**src/core/irq_bank_consts.svh**
```systemverilog
/*
  Offsets, field positions, reset values and write masks of the enable and
  priority bank. Included by the package users; holds definitions only.
*/
`ifndef IRQ_BANK_CONSTS_SVH
`define IRQ_BANK_CONSTS_SVH

// Byte offsets on the register bus
`define OFF_ENABLE_FOUR    8'h00
`define OFF_PRIO_ZERO      8'h04
`define OFF_PRIO_ONE       8'h08
`define OFF_PRIO_TWO       8'h0c
`define OFF_PRIO_THREE     8'h10
`define OFF_PRIO_FOUR      8'h14
`define OFF_PRIO_FIVE      8'h18
`define OFF_FLAG_STATUS    8'h1c
`define OFF_FLAG_MASK      8'h20
`define OFF_REQ_STATUS     8'h24

// Enable bit positions
`define EN_FAULT_B_BIT     10
`define EN_ERROR_B_BIT     9
`define EN_SERIAL_ERR_BIT  1

// Implemented bit masks
`define ENABLE_FOUR_MASK   16'h0602
`define PRIO_ZERO_MASK     16'h7777
`define PRIO_ONE_MASK      16'h7770
`define PRIO_TWO_MASK      16'h7777
`define PRIO_THREE_MASK    16'h0077
`define PRIO_FOUR_MASK     16'h7077
`define PRIO_FIVE_MASK     16'h7707

// Reset values: priority fields 100, enables 0
`define ENABLE_FOUR_RST    16'h0000
`define PRIO_ALL_RST       16'h4444

// Number of interrupt sources
`define NUM_SRC            22
`define BUS_OKAY           2'b00
`define BUS_DECERR         2'b11

`endif

```
**src/core/irq_bank_pkg.sv**
```systemverilog
/*
  Types shared by the enable and priority bank.
  Assumes nothing of its surroundings.
*/
`default_nettype none
package irq_bank_pkg;
  typedef logic [2:0]  prio_t;
  typedef logic [15:0] reg16_t;
endpackage : irq_bank_pkg
`default_nettype wire

```
**src/core/flag_sync.sv**
```systemverilog
/*
  Two-stage level synchroniser, with no edge catching, for source request lines
  that may come from another domain. Assumes aclk is the bank's clock.
*/
`timescale 1ns/1ps
`default_nettype none
module flag_sync #(
  parameter int W = 22
) (
  // Clock and reset
  input  wire logic         aclk,
  input  wire logic         aresetn,
  // Raw request lines
  input  wire logic [W-1:0] raw,
  // Synchronised levels
  output logic      [W-1:0] lvl
);
  logic [W-1:0] meta_r;
  // First stage is read only by the second
  always_ff @(posedge aclk) begin
    if (!aresetn) begin
      meta_r <= '0;
      lvl    <= '0;
    end else begin
      meta_r <= raw;
      lvl    <= meta_r;
    end
  end
endmodule : flag_sync
`default_nettype wire

```
**src/core/irq_enable_priority_bank.sv**
```systemverilog
/*
  Enable and priority bank of the interrupt controller, with an AXI4-Lite
  slave, source flags, a status/mask interrupt and per-source requests.
  Assumes one clock aclk, synchronous active-low reset, raw request lines.
*/
// The AXI4-Lite slave port and the register offsets were chosen for this implementation.
`timescale 1ns/1ps
`default_nettype none
`include "irq_bank_consts.svh"
module irq_enable_priority_bank #(
  parameter int NSRC = `NUM_SRC
) (
  // Clock and reset
  input  wire logic            aclk,
  input  wire logic            aresetn,
  // AXI4-Lite write address
  input  wire logic            s_axi_awvalid,
  output logic                 s_axi_awready,
  input  wire logic [7:0]      s_axi_awaddr,
  // AXI4-Lite write data
  input  wire logic            s_axi_wvalid,
  output logic                 s_axi_wready,
  input  wire logic [31:0]     s_axi_wdata,
  input  wire logic [3:0]      s_axi_wstrb,
  // AXI4-Lite write response
  output logic                 s_axi_bvalid,
  input  wire logic            s_axi_bready,
  output logic [1:0]           s_axi_bresp,
  // AXI4-Lite read address
  input  wire logic            s_axi_arvalid,
  output logic                 s_axi_arready,
  input  wire logic [7:0]      s_axi_araddr,
  // AXI4-Lite read data
  output logic                 s_axi_rvalid,
  input  wire logic            s_axi_rready,
  output logic [31:0]          s_axi_rdata,
  output logic [1:0]           s_axi_rresp,
  // Peripheral request lines, one per source
  input  wire logic [NSRC-1:0] src_raw,
  // Requests and levels toward the core
  output logic [NSRC-1:0]      core_req,
  output logic [3*NSRC-1:0]    core_level,
  // Level interrupt
  output logic                 irq
);
  import irq_bank_pkg::*;

  // Sources 0..18 own a priority field here; 19..21 own an enable bit here
  reg16_t enable_four_r;
  reg16_t prio_r [6];
  logic [NSRC-1:0] flag_r;
  logic [NSRC-1:0] mask_r;
  logic [NSRC-1:0] lvl;
  logic [NSRC-1:0] lvl_d_r;
  logic [NSRC-1:0] en_vec;
  prio_t           prio_vec [NSRC];
  logic [NSRC-1:0] req_w;
  prio_t           level_w  [NSRC];

  // Incoming lines may come from other domains
  flag_sync #(.W(NSRC)) u_sync (
    .aclk    (aclk),
    .aresetn (aresetn),
    .raw     (src_raw),
    .lvl     (lvl)
  );

  // Field extraction per source
  always_comb begin
    prio_vec[0]  = prio_r[0][14:12];
    prio_vec[1]  = prio_r[0][10:8];
    prio_vec[2]  = prio_r[0][6:4];
    prio_vec[3]  = prio_r[0][2:0];
    prio_vec[4]  = prio_r[1][14:12];
    prio_vec[5]  = prio_r[1][10:8];
    prio_vec[6]  = prio_r[1][6:4];
    prio_vec[7]  = prio_r[2][14:12];
    prio_vec[8]  = prio_r[2][10:8];
    prio_vec[9]  = prio_r[2][6:4];
    prio_vec[10] = prio_r[2][2:0];
    prio_vec[11] = prio_r[3][6:4];
    prio_vec[12] = prio_r[3][2:0];
    prio_vec[13] = prio_r[4][14:12];
    prio_vec[14] = prio_r[4][6:4];
    prio_vec[15] = prio_r[4][2:0];
    prio_vec[16] = prio_r[5][14:12];
    prio_vec[17] = prio_r[5][10:8];
    prio_vec[18] = prio_r[5][2:0];
    // Their priority fields live in other banks; held at reset level
    prio_vec[19] = prio_t'(`PRIO_ALL_RST >> 12);
    prio_vec[20] = prio_t'(`PRIO_ALL_RST >> 12);
    prio_vec[21] = prio_t'(`PRIO_ALL_RST >> 12);
  end

  // Only the three enable-four sources have an enable in this bank
  always_comb begin
    en_vec     = '1;
    en_vec[19] = enable_four_r[`EN_FAULT_B_BIT];
    en_vec[20] = enable_four_r[`EN_ERROR_B_BIT];
    en_vec[21] = enable_four_r[`EN_SERIAL_ERR_BIT];
  end

  // One gate per source
  generate
    for (genvar i = 0; i < NSRC; i++) begin : g_src
      src_gate u_gate (
        .aclk    (aclk),
        .aresetn (aresetn),
        .flag    (flag_r[i]),
        .enable  (en_vec[i]),
        .prio    (prio_vec[i]),
        .req     (req_w[i]),
        .level   (level_w[i])
      );
      assign core_req[i]           = req_w[i];
      assign core_level[3*i +: 3]  = level_w[i];
    end
  endgenerate

  // Bus write channel state
  logic       aw_held_r;
  logic       w_held_r;
  logic [7:0] waddr_r;
  logic [31:0] wdata_r;
  logic [3:0] wstrb_r;
  logic       do_write;
  logic       wr_hit;

  assign do_write = aw_held_r & w_held_r & ~s_axi_bvalid;

  // Address and data accepted in either order
  always_ff @(posedge aclk) begin
    if (!aresetn) begin
      aw_held_r     <= 1'b0;
      w_held_r      <= 1'b0;
      s_axi_awready <= 1'b0;
      s_axi_wready  <= 1'b0;
      waddr_r       <= 8'h00;
      wdata_r       <= 32'h0000_0000;
      wstrb_r       <= 4'h0;
    end else begin
      s_axi_awready <= ~aw_held_r & ~s_axi_awready & ~s_axi_bvalid;
      s_axi_wready  <= ~w_held_r & ~s_axi_wready & ~s_axi_bvalid;
      if (s_axi_awvalid & s_axi_awready) begin
        aw_held_r <= 1'b1;
        waddr_r   <= s_axi_awaddr;
      end else if (do_write) begin
        aw_held_r <= 1'b0;
      end
      if (s_axi_wvalid & s_axi_wready) begin
        w_held_r <= 1'b1;
        wdata_r  <= s_axi_wdata;
        wstrb_r  <= s_axi_wstrb;
      end else if (do_write) begin
        w_held_r <= 1'b0;
      end
    end
  end

  // Byte-lane merge limited to the implemented bits
  function automatic reg16_t merge(reg16_t old, reg16_t msk);
    reg16_t nv;
    nv = old;
    if (wstrb_r[0]) nv[7:0]  = wdata_r[7:0];
    if (wstrb_r[1]) nv[15:8] = wdata_r[15:8];
    return nv & msk;
  endfunction : merge

  always_comb begin
    case (waddr_r)
      `OFF_ENABLE_FOUR, `OFF_PRIO_ZERO, `OFF_PRIO_ONE, `OFF_PRIO_TWO,
      `OFF_PRIO_THREE, `OFF_PRIO_FOUR, `OFF_PRIO_FIVE, `OFF_FLAG_STATUS,
      `OFF_FLAG_MASK: wr_hit = 1'b1;
      default: wr_hit = 1'b0;
    endcase
  end

  // Configuration registers
  always_ff @(posedge aclk) begin
    if (!aresetn) begin
      enable_four_r <= `ENABLE_FOUR_RST;
      prio_r[0]     <= `PRIO_ALL_RST & `PRIO_ZERO_MASK;
      prio_r[1]     <= `PRIO_ALL_RST & `PRIO_ONE_MASK;
      prio_r[2]     <= `PRIO_ALL_RST & `PRIO_TWO_MASK;
      prio_r[3]     <= `PRIO_ALL_RST & `PRIO_THREE_MASK;
      prio_r[4]     <= `PRIO_ALL_RST & `PRIO_FOUR_MASK;
      prio_r[5]     <= `PRIO_ALL_RST & `PRIO_FIVE_MASK;
      mask_r        <= '0;
    end else if (do_write) begin
      case (waddr_r)
        `OFF_ENABLE_FOUR:
          enable_four_r <= merge(enable_four_r, `ENABLE_FOUR_MASK);
        `OFF_PRIO_ZERO:  prio_r[0] <= merge(prio_r[0], `PRIO_ZERO_MASK);
        `OFF_PRIO_ONE:   prio_r[1] <= merge(prio_r[1], `PRIO_ONE_MASK);
        `OFF_PRIO_TWO:   prio_r[2] <= merge(prio_r[2], `PRIO_TWO_MASK);
        `OFF_PRIO_THREE: prio_r[3] <= merge(prio_r[3], `PRIO_THREE_MASK);
        `OFF_PRIO_FOUR:  prio_r[4] <= merge(prio_r[4], `PRIO_FOUR_MASK);
        `OFF_PRIO_FIVE:  prio_r[5] <= merge(prio_r[5], `PRIO_FIVE_MASK);
        `OFF_FLAG_MASK:
          if (&wstrb_r[2:0]) mask_r <= wdata_r[NSRC-1:0];
        default: ;
      endcase
    end
  end

  // Sticky flags: a new edge wins over a write-one clear
  logic [NSRC-1:0] clr_w;
  assign clr_w = (do_write && waddr_r == `OFF_FLAG_STATUS)
               ? wdata_r[NSRC-1:0] : '0;
  always_ff @(posedge aclk) begin
    if (!aresetn) begin
      lvl_d_r <= '0;
      flag_r  <= '0;
    end else begin
      lvl_d_r <= lvl;
      flag_r  <= (flag_r & ~clr_w) | (lvl & ~lvl_d_r);
    end
  end

  // Write response one cycle after both halves are in
  always_ff @(posedge aclk) begin
    if (!aresetn) begin
      s_axi_bvalid <= 1'b0;
      s_axi_bresp  <= `BUS_OKAY;
    end else if (do_write) begin
      s_axi_bvalid <= 1'b1;
      s_axi_bresp  <= wr_hit ? `BUS_OKAY : `BUS_DECERR;
    end else if (s_axi_bready) begin
      s_axi_bvalid <= 1'b0;
    end
  end

  // Read mux; unimplemented bits come back as zero
  logic [31:0] rd_val;
  logic        rd_hit;
  always_comb begin
    rd_val = 32'h0000_0000;
    rd_hit = 1'b1;
    case (s_axi_araddr)
      `OFF_ENABLE_FOUR: rd_val[15:0] = enable_four_r;
      `OFF_PRIO_ZERO:   rd_val[15:0] = prio_r[0];
      `OFF_PRIO_ONE:    rd_val[15:0] = prio_r[1];
      `OFF_PRIO_TWO:    rd_val[15:0] = prio_r[2];
      `OFF_PRIO_THREE:  rd_val[15:0] = prio_r[3];
      `OFF_PRIO_FOUR:   rd_val[15:0] = prio_r[4];
      `OFF_PRIO_FIVE:   rd_val[15:0] = prio_r[5];
      `OFF_FLAG_STATUS: rd_val[NSRC-1:0] = flag_r;
      `OFF_FLAG_MASK:   rd_val[NSRC-1:0] = mask_r;
      `OFF_REQ_STATUS:  rd_val[NSRC-1:0] = req_w;
      default:          rd_hit = 1'b0;
    endcase
  end

  // Read channel: address taken, data one cycle later
  always_ff @(posedge aclk) begin
    if (!aresetn) begin
      s_axi_arready <= 1'b0;
      s_axi_rvalid  <= 1'b0;
      s_axi_rdata   <= 32'h0000_0000;
      s_axi_rresp   <= `BUS_OKAY;
    end else begin
      // Ready pulses only for a waiting address, so none is dropped
      s_axi_arready <= 1'b0;
      if (s_axi_arvalid & s_axi_arready) begin
        s_axi_rvalid  <= 1'b1;
        s_axi_rdata   <= rd_val;
        s_axi_rresp   <= rd_hit ? `BUS_OKAY : `BUS_DECERR;
      end else if (s_axi_rvalid) begin
        if (s_axi_rready) s_axi_rvalid <= 1'b0;
      end else if (s_axi_arvalid) begin
        s_axi_arready <= 1'b1;
      end
    end
  end

  // Summary interrupt from unmasked sticky flags
  always_ff @(posedge aclk) begin
    if (!aresetn) irq <= 1'b0;
    else          irq <= |(flag_r & mask_r);
  end
endmodule : irq_enable_priority_bank
`default_nettype wire

```
**src/core/src_gate.sv**
```systemverilog
/*
  Per-source request gate: flag, enable and priority combine into a
  registered request. Assumes aclk domain inputs.
*/
`timescale 1ns/1ps
`default_nettype none
module src_gate
  import irq_bank_pkg::*;
(
  // Clock and reset
  input  wire logic  aclk,
  input  wire logic  aresetn,
  // Source state
  input  wire logic  flag,
  input  wire logic  enable,
  input  wire irq_bank_pkg::prio_t prio,
  // Request and its level
  output logic       req,
  output irq_bank_pkg::prio_t level
);
  // Zero priority kills the source whatever its enable or flag
  always_ff @(posedge aclk) begin
    if (!aresetn) begin
      req   <= 1'b0;
      level <= 3'h0;
    end else begin
      req   <= flag & enable & (prio != 3'h0);
      level <= (flag & enable) ? prio : 3'h0;
    end
  end
endmodule : src_gate
`default_nettype wire

```
**config.mk**
```make
export PLATFORM = sky130hd
export DESIGN_NAME = irq_enable_priority_bank
export DESIGN_NICKNAME = d
export VERILOG_FILES = /design/src/core/irq_bank_pkg.sv /design/src/core/flag_sync.sv /design/src/core/irq_enable_priority_bank.sv /design/src/core/src_gate.sv
export VERILOG_INCLUDE_DIRS = /design/src /design/src/core
export SDC_FILE = /design/constraint.sdc
export NUM_CORES = 1
export LEC_CHECK = 0
export BUFFER_PORTS_ARGS = -buffer_cell sky130_fd_sc_hd__clkbuf_2
export CAP_MARGIN = 0
export CORE_ASPECT_RATIO = 0.5
export CORE_MARGIN = 2
export CORE_UTILIZATION = 45
export DETAILED_ROUTE_END_ITERATION = 10
export HOLD_SLACK_MARGIN = 0.03
export PLACE_DENSITY_LB_ADDON = 0.25
export SLEW_MARGIN = 20
export SYNTH_ARGS = -nofsm -noshare
export SYNTH_HDL_FRONTEND = slang
export SYNTH_SLANG_ARGS = --single-unit
```
**constraint.sdc**
```tcl
create_clock -name aclk -period 3.4 [get_ports aclk]
set_input_delay 0.34 -clock aclk [delete_from_list [all_inputs] [get_ports aclk]]
set_output_delay 0.34 -clock aclk [all_outputs]
set_load 0.02 [all_outputs]
```
==> results.sh <==
export IMPL_status="finished clean"
export IMPL_seqCellArea_um2=6860
export IMPL_grt_pass1_wl_mm=51.8
export IMPL_yosys_warnings=0
export IMPL_syn_to_final_growth_pct=20.0
export IMPL_synth_ff_type="dfxtp_1"
export IMPL_r2r_slack_ns=0.96
export IMPL_grt_pass1_vias=8513
export IMPL_r2r_end="prio_r[4][1]$_SDFFCE_PN0P_"
export IMPL_crit_family="simple AND/OR/NAND/NOR gates"
export IMPL_fin_util_pct=55.2
export IMPL_seq_area_frac_synth_pct=58.8
export IMPL_synth_area_um2=11700
export IMPL_ys_types=58
export IMPL_final_common_cell="dfxtp_1"
export IMPL_synthCells=1158
export IMPL_ctsHoldBuffers=51
export IMPL_rr_worst_depth=3
export IMPL_ctsHtreeMaxLevel=1
export IMPL_post_route_period_util_pct=71.8
export IMPL_finalHoldViolCount=0
export IMPL_synth_area_per_cell_um2=10.1
export IMPL_path_depth=3
export IMPL_worst_pin_slew_ns=0.930
export IMPL_setup_tns_ns=0
export IMPL_nets=1422
export IMPL_firstDrtPassIters=7
export IMPL_critPathLaunch="waddr_r[7]$_SDFFE_PN0P_"
export IMPL_reg2reg_from="waddr_r[7]$_SDFFE_PN0P_"
export IMPL_required_ns=3.58
export IMPL_worstPathCellList="nor4b_1, nand3_1, o21ai_0"
export IMPL_ctsResizeCount=0
export IMPL_path_max_fanout=6
export IMPL_slowest_stage="o21ai_0"
export IMPL_cts_buffer_depth=3
export IMPL_ant_nets=0
export IMPL_cp_end_kind="register"
export IMPL_antenna_found_initial=1
export IMPL_p_leak_nw=5.66
export IMPL_critPathBufInv=0
export IMPL_layout_common_cells="dfxtp_1 (257), clkbuf_2 (182), nand2_1 (168)"
export IMPL_drv_cap=0
export IMPL_fp_dieArea_um2=27300
export IMPL_slew_viol_final=0
export IMPL_cts_sinks=314
export IMPL_power_density_nw_per_um2=546
export IMPL_post_cts_repair_setup_buffers=0
export IMPL_synth_area_leaders="dfxtp_1 (44%), edfxtp_1 (15%), nand2_1 (5.4%)"
export IMPL_stdcell_area_um2=14000
export IMPL_arrival_ns=2.62
export IMPL_fmax_mhz=410
export IMPL_fillerInstances=2230
export IMPL_max_stage_delay_ns=0.77
export IMPL_drt_first_iter_violations=1003
export IMPL_cts_clk_slew_worst_paths_ns=0.07
export IMPL_fin_skew_ns=0.00979
export IMPL_routedWlPerCell_um=20.5
export IMPL_ir_drop_uv=402
export IMPL_place_hpwl_mm=25.9
export IMPL_dpl_worst_slack_ns=0.887
export IMPL_multi_input_area_um2=4240
export IMPL_cts_tree="yes"
export IMPL_min_period_ns=2.44
export IMPL_die_h_um=118
export IMPL_clk_latency_ns=0.56
export IMPL_rows=41
export IMPL_fin_ws_ns=0.958
export IMPL_cts_buffers=28
export IMPL_drive_gt1_share_pct=20.7
export IMPL_io_buffers=183
export IMPL_setup_viol=0
export IMPL_synth_edf_count=57
export IMPL_async_reset_ff_share_pct=0
export IMPL_track_usage_pct=25.2
export IMPL_dp_cells=1604
export IMPL_maxSlewHeadroom_pct=37.3
export IMPL_finalNonFillerCells=1708
export IMPL_core_area_um2=25300
export IMPL_wirelength_mm=35.0
export IMPL_drc_errors=0
export IMPL_gp_congestion=0.935
export IMPL_yosysTopAreaCell="dfxtp_1"
export IMPL_ys_seq_elements=314
export IMPL_hp_class="input port to register"
export IMPL_crit_type="register to register"
export IMPL_cp_endpoint="prio_r[4][1]$_SDFFCE_PN0P_"
export IMPL_grt_max_degree=84
export IMPL_overflow=0
export IMPL_initial_core_util_pct=46.0
export IMPL_vias=9173
export IMPL_cp_start_kind="register"
export IMPL_clockRootBuffer="clkbuf_16"
export IMPL_dpl_instance_area_um2=12600
export IMPL_num_io_pins=211
export IMPL_hold_path_depth=3
export IMPL_dieWidth_um=232
export IMPL_rsz0062_at_grt="no"
export IMPL_synth_top_area_share_pct=44.1
export IMPL_vias_per_cell=5.37
flip-flops by register name, summed over array words and instances, names as in the netlist, 3 cells and up:
signal	cells
g_src.u_gate.level	58
prio_r	57
flag_r	22
lvl_d_r	22
mask_r	22
s_axi_rdata	22
u_sync.lvl	22
u_sync.meta_r	22
wdata_r	22
g_src.u_gate.req	21
waddr_r	8
enable_four_r	3
wstrb_r	3
layout make-up:
type | count | share of cell area [%]
diodes | 1 | 0.0179
clock buffers | 41 | 5.87
clock inverters | 11 | 0.707
inverters | 4 | 0.107
multi-input cells | 747 | 30.3
flip-flops and latches | 314 | 49.0
well taps | 344 | 3.08
repair buffers | 246 | 10.9
Yosys cell counts (all sizes together) (8+ instances only):
master    n
dfxtp   257
nand2   168
a21oi    90
and2     80
nor2     64
and3     62
buf      59
edfxtp   57
clkbuf   49
o21ai    39
nand2b   25
or3      23
a21bo    22
a22oi    20
nand3    17
mux2i    16
a222oi   11
or2       8
worst min path at each step:
stage	to	from
final	wdata_r[5]$_SDFFE_PN0P_	s_axi_wdata[5]
after global routing	s_axi_rvalid$_SDFF_PN0_	s_axi_rready
after CTS	wdata_r[9]$_SDFFE_PN0P_	s_axi_wdata[9]
after detailed placement	u_sync.lvl[14]$_SDFF_PN0_	u_sync.meta_r[14]$_SDFF_PN0_
after global placement	u_sync.lvl[4]$_SDFF_PN0_	u_sync.meta_r[4]$_SDFF_PN0_
after floorplan	u_sync.lvl[0]$_SDFF_PN0_	u_sync.meta_r[0]$_SDFF_PN0_
power breakdown:
group	internal, mW	switching, mW	leakage (nW)	total [mW]
clock	1.76	1.41	0.455	3.17
sequential	3.89	0.113	2.61	4.01
combinational	0.190	0.271	2.60	0.461
total	5.84	1.79	5.66	7.63
tightest hold or removal path, stage by stage:
cell	delay, ns
clkbuf_2	0.08
nand2_1	0.07
a21oi_1	0.07
logic make-up after synthesis:
| family | count (synthesis) | synth area share (%) |
|---|---|---|
| AND/OR/NAND/NOR | 488 | 21.6 |
| buffers and inverters | 112 | 5.26 |
| flip-flops | 314 | 58.8 |
| multiplexers | 23 | 2.05 |
| AO/OA/AOI/OAI | 220 | 12.2 |
| other | 1 | 0.0322 |
per-layer routing:
metal / share of wire, % / global-route usage (%) / vias to the layer above
met5: 0 / 0 / -
met4: 2.1 / 5.57 / 0
met3: 11 / 6.76 / 51
met2: 42 / 36.9 / 439
met1: 44 / 37.0 / 4341
li1: - / - / 4342
through the flow:
stage	hold slack (ns)	total power [mW]
2_1_floorplan	0.412	4.34
3_3_place_gp	0.414	4.49
3_5_place_dp	0.418	4.50
4_1_cts	0.0318	7.66
5_1_grt	0.0362	7.88
6_report	0.0427	7.63
Power figures use the tool's default switching activity.
